<file path="src/spps_pkg.sv">
// Purpose: shared constants and types of the stepper pwm / paper sense block
// Assumes: 8-bit register port, one 10 MHz clock
// Notes: every offset, field position and reset value lives here
package spps_pkg;
	// register indices on the plain register port
	localparam logic [3:0] REG_KICK = 4'h0; // kickstart full steps
	localparam logic [3:0] REG_HOLD = 4'h1; // hold-current timeout
	localparam logic [3:0] REG_PWMFREQ = 4'h2; // pwm frequency divisor
	localparam logic [3:0] REG_MINDUTY = 4'h3; // minimum pwm duty
	localparam logic [3:0] REG_DEMAND = 4'h4; // requested winding duty
	localparam logic [3:0] REG_PAPER = 4'h5; // paper sense polarity
	localparam logic [3:0] REG_STATE = 4'h6; // live state, read only
	localparam logic [3:0] REG_INTSTAT = 4'h7; // sticky events, read clears
	localparam logic [3:0] REG_INTMASK = 4'h8; // interrupt mask

	// field widths and positions
	localparam int KICK_W = 3;
	localparam int HOLD_W = 5;
	localparam int FREQ_W = 8;
	localparam int DUTY_W = 6;
	localparam int EVT_W = 3;
	localparam int EVT_PAPER = 0; // paper state changed
	localparam int EVT_KICKDONE = 1; // kickstart finished
	localparam int EVT_HOLDOUT = 2; // hold timeout expired
	localparam int ST_PAPER = 0; // state bit: paper present
	localparam int ST_KICK = 1; // state bit: kickstart running
	localparam int ST_HOLD = 2; // state bit: hold timed out

	// pwm shape: 64 phase steps, each 4*n clocks, so period 256*n
	localparam int PHASE_STEPS = 64;
	localparam int PRESCALE_MULT = 4;
	localparam logic [8:0] FREQ_ZERO_DIV = 9'h100; // n = 0 acts as 256
	localparam int PRE_W = 10;

	// reset values
	localparam logic [KICK_W-1:0] KICK_RST = 3'h0;
	localparam logic [HOLD_W-1:0] HOLD_RST = 5'h01;
	localparam logic [FREQ_W-1:0] FREQ_RST = 8'h00;
	localparam logic [DUTY_W-1:0] MINDUTY_RST = 6'h00;
	localparam logic [DUTY_W-1:0] DEMAND_RST = 6'h00;
	localparam logic POL_RST = 1'b0;
	localparam logic [EVT_W-1:0] MASK_RST = 3'h0;

	// software configuration, grouped
	typedef struct packed {
		logic [KICK_W-1:0] kickN; // full-current steps at start
		logic [HOLD_W-1:0] holdN; // hold timeout in step units
		logic [FREQ_W-1:0] pwmFreq; // pwm divisor setting
		logic [DUTY_W-1:0] minDuty; // duty floor in 64ths
		logic [DUTY_W-1:0] demandDuty; // normal running duty
		logic polHigh; // 1: high input means paper
		logic [EVT_W-1:0] intMask; // per-event enable
	} spps_cfg_s;

	// whole state of the top module
	typedef struct packed {
		spps_cfg_s cfg; // configuration
		logic [EVT_W-1:0] intStat; // sticky events
		logic paperState; // polarity-corrected sense level
		logic motorPrev; // run level last cycle
		logic [KICK_W-1:0] kickCnt; // kickstart steps left
		logic [HOLD_W-1:0] holdCnt; // idle units counted
		logic holdExpired; // idle timeout reached
		logic [DUTY_W-1:0] phase; // pwm phase
		logic windingOn; // pwm output
		logic irq; // interrupt output
		logic [7:0] rdData; // read data
	} spps_state_s;

	// state of the pwm prescaler
	typedef struct packed {
		logic [PRE_W-1:0] cnt; // clocks within one phase step
		logic stepEn; // one-cycle enable
	} spps_pre_s;
endpackage : spps_pkg

</file>
<file path="src/spps_pwm_div.sv">
// Purpose: prescaler giving one enable per pwm phase step
// Assumes: freqN sampled every cycle; a change sets the end of the step in progress
// Notes: step length is 4*n clocks, n = 0 treated as 256
`timescale 1ns/1ps
`default_nettype none
module spps_pwm_div (
	input wire logic core_clk,
	input wire logic resetn,
	input wire logic [spps_pkg::FREQ_W-1:0] freqN,
	output logic stepEn
);
	spps_pkg::spps_pre_s preReg; // registered state
	spps_pkg::spps_pre_s preNext; // next state
	logic [8:0] divisor; // effective divisor 1..256
	logic [spps_pkg::PRE_W-1:0] lastCnt; // terminal count

	// divisor and terminal count
	always_comb begin
		if (freqN == '0) begin
			divisor = spps_pkg::FREQ_ZERO_DIV; // RULE4
		end else begin
			divisor = {1'b0, freqN}; // RULE3
		end
		lastCnt = spps_pkg::PRE_W'({divisor, 1'b0, 1'b0} - 11'h001); // RULE3
	end

	// counter with a pulse on wrap
	always_comb begin
		preNext = preReg;
		preNext.stepEn = 1'b0;
		if (preReg.cnt >= lastCnt) begin
			preNext.cnt = '0;
			preNext.stepEn = 1'b1;
		end else begin
			preNext.cnt = preReg.cnt + 10'h001;
		end
	end

	// register
	always_ff @(posedge core_clk) begin
		if (!resetn) begin
			preReg <= '0;
		end else begin
			preReg <= preNext;
		end
	end

	assign stepEn = preReg.stepEn;
endmodule : spps_pwm_div
`default_nettype wire

</file>
<file path="src/spps_top.sv">
// Purpose: stepper winding pwm with kickstart, hold timeout, duty floor,
//   and level-sensitive paper sense with interrupt
// Assumes: stepTick pulses once per full step time unit; inputs synchronous
// Notes: pwm period is 256*n clocks of core_clk
//
// Contract
// RULE1: full current for first n steps (0-7); code loads the kickstart only if fullStepMode is high when motorRun rises
// RULE2: software keeps hold timeout 1..31, never 0
// RULE3: pwm rate is clock over 256*n
// RULE4: setting zero gives clock over 65536
// RULE5: duty never below minimum n/64
// RULE6: polarity picks low or high as paper
// RULE7: state bit set while paper input true
// RULE8: winding active while phase below duty
`timescale 1ns/1ps
`default_nettype none
module spps_top (
	input wire logic core_clk,
	input wire logic resetn,
	input wire logic [3:0] regAddr,
	input wire logic [7:0] regWdata,
	input wire logic regWr,
	input wire logic regRd,
	input wire logic motorRun,
	input wire logic fullStepMode,
	input wire logic stepTick,
	input wire logic paperSenseIn,
	output logic [7:0] regRdata,
	output logic windingPwm,
	output logic paperPresent,
	output logic irq
);
	spps_pkg::spps_state_s stReg; // registered state
	spps_pkg::spps_state_s stNext; // next state
	logic phaseEn; // one pulse per phase step
	logic [spps_pkg::DUTY_W:0] baseDuty; // duty before the floor
	logic [spps_pkg::DUTY_W:0] effDuty; // duty after the floor
	logic [spps_pkg::EVT_W-1:0] evt; // events this cycle
	logic paperNow; // corrected sense level
	logic startEdge; // motor starting this cycle

	// phase step enable from the divider
	spps_pwm_div uDiv (
		.core_clk(core_clk),
		.resetn(resetn),
		.freqN(stReg.cfg.pwmFreq),
		.stepEn(phaseEn)
	);

	// duty selection: kickstart, hold, normal, then the floor
	always_comb begin
		if (stReg.kickCnt != '0) begin
			baseDuty = 7'(spps_pkg::PHASE_STEPS); // RULE1
		end else if (stReg.holdExpired) begin
			baseDuty = '0; // current dropped after idle timeout
		end else begin
			baseDuty = {1'b0, stReg.cfg.demandDuty};
		end
		if (baseDuty < {1'b0, stReg.cfg.minDuty}) begin
			effDuty = {1'b0, stReg.cfg.minDuty}; // RULE5
		end else begin
			effDuty = baseDuty;
		end
	end

	// input conditioning
	always_comb begin
		paperNow = stReg.cfg.polHigh ? paperSenseIn : !paperSenseIn; // RULE6
		startEdge = motorRun && !stReg.motorPrev;
	end

	// next-state logic
	always_comb begin
		stNext = stReg;
		evt = '0;
		stNext.motorPrev = motorRun;

		// paper state follows the level
		stNext.paperState = paperNow; // RULE7
		if (paperNow != stReg.paperState) begin
			evt[spps_pkg::EVT_PAPER] = 1'b1;
		end

		// kickstart counter
		if (startEdge && fullStepMode) begin
			stNext.kickCnt = stReg.cfg.kickN; // RULE1
		end else if (!motorRun) begin
			stNext.kickCnt = '0; // abandoned when the motor stops
		end else if (stepTick && stReg.kickCnt != '0) begin
			stNext.kickCnt = stReg.kickCnt - 3'h1; // RULE1
			if (stReg.kickCnt == 3'h1) begin
				evt[spps_pkg::EVT_KICKDONE] = 1'b1;
			end
		end

		// hold timeout counts step units while idle
		if (motorRun) begin
			stNext.holdCnt = '0;
			stNext.holdExpired = 1'b0;
		end else if (stepTick && !stReg.holdExpired) begin
			// a zero setting would expire on the first unit
			if (stReg.holdCnt + 5'h01 >= stReg.cfg.holdN) begin // RULE2
				stNext.holdExpired = 1'b1;
				evt[spps_pkg::EVT_HOLDOUT] = 1'b1;
			end else begin
				stNext.holdCnt = stReg.holdCnt + 5'h01;
			end
		end

		// pwm phase and output
		if (phaseEn) begin
			stNext.phase = stReg.phase + 6'h01;
		end
		stNext.windingOn = {1'b0, stReg.phase} < effDuty; // RULE8

		// register writes
		if (regWr) begin
			if (regAddr == spps_pkg::REG_KICK) begin
				stNext.cfg.kickN = regWdata[spps_pkg::KICK_W-1:0];
			end else if (regAddr == spps_pkg::REG_HOLD) begin
				stNext.cfg.holdN = regWdata[spps_pkg::HOLD_W-1:0];
			end else if (regAddr == spps_pkg::REG_PWMFREQ) begin
				stNext.cfg.pwmFreq = regWdata;
			end else if (regAddr == spps_pkg::REG_MINDUTY) begin
				stNext.cfg.minDuty = regWdata[spps_pkg::DUTY_W-1:0];
			end else if (regAddr == spps_pkg::REG_DEMAND) begin
				stNext.cfg.demandDuty = regWdata[spps_pkg::DUTY_W-1:0];
			end else if (regAddr == spps_pkg::REG_PAPER) begin
				stNext.cfg.polHigh = regWdata[0];
			end else if (regAddr == spps_pkg::REG_INTMASK) begin
				stNext.cfg.intMask = regWdata[spps_pkg::EVT_W-1:0];
			end
		end

		// register reads, data valid next cycle only
		stNext.rdData = '0;
		if (regRd) begin
			if (regAddr == spps_pkg::REG_KICK) begin
				stNext.rdData = {5'h00, stReg.cfg.kickN};
			end else if (regAddr == spps_pkg::REG_HOLD) begin
				stNext.rdData = {3'h0, stReg.cfg.holdN};
			end else if (regAddr == spps_pkg::REG_PWMFREQ) begin
				stNext.rdData = stReg.cfg.pwmFreq;
			end else if (regAddr == spps_pkg::REG_MINDUTY) begin
				stNext.rdData = {2'h0, stReg.cfg.minDuty};
			end else if (regAddr == spps_pkg::REG_DEMAND) begin
				stNext.rdData = {2'h0, stReg.cfg.demandDuty};
			end else if (regAddr == spps_pkg::REG_PAPER) begin
				stNext.rdData = {7'h00, stReg.cfg.polHigh};
			end else if (regAddr == spps_pkg::REG_STATE) begin
				stNext.rdData[spps_pkg::ST_PAPER] = stReg.paperState;
				stNext.rdData[spps_pkg::ST_KICK] = stReg.kickCnt != '0;
				stNext.rdData[spps_pkg::ST_HOLD] = stReg.holdExpired;
			end else if (regAddr == spps_pkg::REG_INTSTAT) begin
				stNext.rdData = {5'h00, stReg.intStat};
			end else if (regAddr == spps_pkg::REG_INTMASK) begin
				stNext.rdData = {5'h00, stReg.cfg.intMask};
			end
		end

		// sticky events: read clears, a new event wins
		if (regRd && regAddr == spps_pkg::REG_INTSTAT) begin
			stNext.intStat = evt;
		end else begin
			stNext.intStat = stReg.intStat | evt;
		end
		stNext.irq = |(stNext.intStat & stNext.cfg.intMask);
	end

	// state register
	always_ff @(posedge core_clk) begin
		if (!resetn) begin
			stReg <= '0;
			stReg.cfg.kickN <= spps_pkg::KICK_RST;
			stReg.cfg.holdN <= spps_pkg::HOLD_RST;
			stReg.cfg.pwmFreq <= spps_pkg::FREQ_RST;
			stReg.cfg.minDuty <= spps_pkg::MINDUTY_RST;
			stReg.cfg.demandDuty <= spps_pkg::DEMAND_RST;
			stReg.cfg.polHigh <= spps_pkg::POL_RST;
			stReg.cfg.intMask <= spps_pkg::MASK_RST;
		end else begin
			stReg <= stNext;
		end
	end

	// outputs straight from flops
	assign regRdata = stReg.rdData;
	assign windingPwm = stReg.windingOn;
	assign paperPresent = stReg.paperState;
	assign irq = stReg.irq;
endmodule : spps_top
`default_nettype wire

</file>
<file path="config.mk">
export PLATFORM = sky130hd
export DESIGN_NAME = spps_top
export DESIGN_NICKNAME = d
export VERILOG_FILES = /design/src/spps_pkg.sv /design/src/spps_pwm_div.sv /design/src/spps_top.sv
export SDC_FILE = /design/constraint.sdc
export NUM_CORES = 1
export LEC_CHECK = 0
export ABC_AREA = 1
export BUFFER_PORTS_ARGS = -buffer_cell sky130_fd_sc_hd__buf_2
export CAP_MARGIN = 20
export CORE_UTILIZATION = 46
export DETAILED_ROUTE_END_ITERATION = 7
export GPL_ROUTABILITY_DRIVEN = 0
export PLACE_DENSITY_LB_ADDON = 0.12
export SLEW_MARGIN = 20
export SYNTH_ARGS = -nofsm -noshare
export SYNTH_HDL_FRONTEND = slang
export SYNTH_HIERARCHICAL = 1
export SYNTH_SLANG_ARGS = --single-unit
</file>
<file path="constraint.sdc">
create_clock -name core_clk -period 4 [get_ports core_clk]
set_clock_uncertainty 0.15 [all_clocks]
set_input_delay 0.8 -clock core_clk [delete_from_list [all_inputs] [get_ports core_clk]]
set_output_delay 0.8 -clock core_clk [all_outputs]
set_load 0.01 [all_outputs]
</file>
==> reports/metrics.yaml <==
status: "completed"
path_max_fanout: 11
intPower_w: 0.00109
port_buffers: 30
min_to: "uDiv/preReg[1]$_SDFF_PP0_"
grt_usage_pct: 21.6
yosys.area_share.adder_pct: 9.17
postCtsResizedCells: 0
cts.sinks: 73
setup_tns_ns: 0
slew_viol_final: 0
cts_setup_buffers: 0
dp_hpwl_mm: 6.95
reg2reg_depth: 17
min_path_cells: 1
r2r-start: "stReg[22]$_SDFFE_PN0P_"
max_slew_margin_pct: 66.6
synth_compound_area_share_pct: 15.6
crit_path_end_kind: "register"
rrSetupSlack_ns: 0.84
clkPwrFrac_pct: 38.3
max-clock-path-buffers: 2
start_util_pct: 47.2
diodes: 0
synth.most_common_cell: "nand2_1"
max_freq_mhz: 317
cts_inserted_buffers: 9
max_cap_violations: 0
synth_top_family_by_area: "simple AND/OR/NAND/NOR gates"
yosysSeqAreaShare_pct: 35.7
dieArea_sq_um: 9280
path_class: "reg -> reg"
rows: 34
synth.cell_area_sq_um: 4090
post-place-ws_ns: 0.820
drtAntennaViolNets: 0
area_delta_synth_final_pct: 8.96
post_drt_wl_per_cell_um: 13.4
globalRouteOverflowTotal: 0
clock_latency_ns: 0.36
dieWidth_um: 96.3
power_density_nw_per_um2: 344
combPwrFrac_pct: 12.2
worstHoldStart: "uDiv/preReg[1]$_SDFF_PP0_"
nFillCells: 871
grt_pass1_wl_mm: 15.1
netSwitchingPower_w: 0.000440
drt-total-wl_mm: 9.28
required_ns: 4.08
first_pass_iters: 4
num-nets-final: 630
mappedNetlistNets: 605
route.detailed.drc: 0
power.leakage_nw: 1.94
drive_above_1_share_pct: 14.7
tightest_slew_ns: 0.496
vias: 3550
via_per_inst: 5.12
power_w: 0.00153
h-tree-depth: 3
crit_path_start_kind: "register"
arrival_ns: 3.24
yosysTopAreaCellShare_pct: 35.7
fin_util_pct: 51.4
die_h_um: 96.3
yosys.area.top_type: "dfxtp_1"
hold_path.class: "reg -> reg"
avgSynthCellArea_sq_um: 7.37
synth_commonest_cells: "82 x nand2_1, 81 x inv_1, 73 x dfxtp_1"
drtIter0Drc: 134
async_flop_share_pct: 0
period_needed_ns: 3.16
cts-root-buf: "clkbuf_8"
peakVddDrop_mv: 0.163
synthTopCellsByArea: "dfxtp_1 36%, ha_1 9.2%, nand2_1 7.5%, inv_1 7.4%, a21oi_1 7.1%"
coreArea_sq_um: 8680
grt_max_degree: 36
r2r_end: "windingPwm$_SDFF_PN0_"
synth_cells: 555
multi_input_area_sq_um: 2170
seq_area_sq_um: 1460
ctsHoldBuffers: 0
synth-xor-area-share_pct: 3.21
rsz0062_at_grt: "no"
io_pins: 31
setup_violations: 0
synth-main-ff-cell: "dfxtp_1"
fin_ws_ns: 0.841
synth-edff-count: 0
synthMuxAreaShare_pct: 0
pwr-share-seq_pct: 49.4
cts_tree: "yes"
yosysWarningCount: 6
synthDistinctLibCells: 40
min_period_over_period_pct: 79.0
yosys.area_share.simple_pct: 25.0
grt_pass1_vias: 3207
ys_ff_latch: 73
p_sw_share_pct: 28.7
hold_viol_final: 0
clk_pin_slew_ns: 0.08
antenna_found_initial: 0
layout by cell type, fill, tap and decap left out, types with 6 or more instances in the layout:
cell type  instances
buf_2             30
nor2_1            50
dfxtp_1           73
nand2_1           82
nor3_1            17
nor2_4             7
xor2_1             9
nand4_1            7
o21ai_0           37
a21oi_1           58
ha_1              30
inv_1             81
nand2_2            8
clkbuf_8           9
xnor2_1            6
nand3_1           26
nor2_2            10
power by group through the flow:
stage | Sequential [W] | Combinational [W] | Clock (W)
global placement | 0.000775 | 0.000183 | 0
finish | 0.000758 | 0.000188 | 0.000588
global route | 0.000761 | 0.000215 | 0.000630
detailed placement | 0.000775 | 0.000188 | 0
floorplan | 0.000773 | 0.000140 | 0
CTS | 0.000758 | 0.000189 | 0.000601
worst max-delay path by stage:
stage	from	endpoint	slack, ns
floorplan	stReg[22]$_SDFFE_PN0P_	windingPwm$_SDFF_PN0_	1.09
global placement	stReg[22]$_SDFFE_PN0P_	windingPwm$_SDFF_PN0_	0.97
detailed placement	stReg[22]$_SDFFE_PN0P_	windingPwm$_SDFF_PN0_	0.82
CTS	stReg[22]$_SDFFE_PN0P_	windingPwm$_SDFF_PN0_	0.81
global route	stReg[22]$_SDFFE_PN0P_	windingPwm$_SDFF_PN0_	0.53
finish	stReg[22]$_SDFFE_PN0P_	windingPwm$_SDFF_PN0_	0.84
flip-flops by register name (all words and copies together) (netlist names):
name / cells
windingPwm: 1
irq: 1
paperPresent: 1
uDiv/preReg: 10
uDiv/stepEn: 1
regRdata: 8
stReg: 51
metrics by stage:
step / hold WS (ns) / std cells / area, sq um
final: 0.317 / 693 / 4460
after global routing: 0.358 / 693 / 4460
after CTS: 0.324 / 693 / 4460
after detailed placement: 0.306 / 677 / 4260
after global placement: 0.291 / 677 / 4260
after floorplan: 0.279 / 555 / 4090
worst max-delay path, cell delays in order (launching register included):
cell	delay [ns]
dfxtp_1	0.33
inv_1	0.11
ha_1	0.16
inv_1	0.07
nor2_4	0.15
inv_4	0.09
nor3_1	0.21
ha_1	0.29
a21oi_1	0.17
nor2_2	0.07
nor3_4	0.13
nand2_2	0.17
nor2_1	0.12
a21oi_1	0.05
ha_1	0.28
inv_1	0.04
o311ai_0	0.41
a21oi_2	0.04
layout make-up:
cell class	count	area share [%]
Clock inverter	7	1.60
Multi-Input combinational cell	377	48.7
Timing Repair Buffer	32	3.70
Tap cell	108	3.03
Sequential cell	73	32.8
Clock buffer	9	2.78
Inverter	87	7.44
metal layers:
metal,routed length (um),global-route usage [%],share of wire [%]
met4,139,7.97,1.5
met2,4210,34.9,45
met5,0,0,0
met3,300,2.84,3.2
met1,4630,29.2,50
kinds of logic (layout without fill, tap and decap cells):
group	count (synthesis)	after routing
adders and majority gates	30	30
AOI/OAI and AO/OA	117	117
and+or+nand+nor	215	215
xor gates and xnor gates	15	15
buffers and inverters	105	135
DFF	73	73
Power figures use the tool's default switching activity.
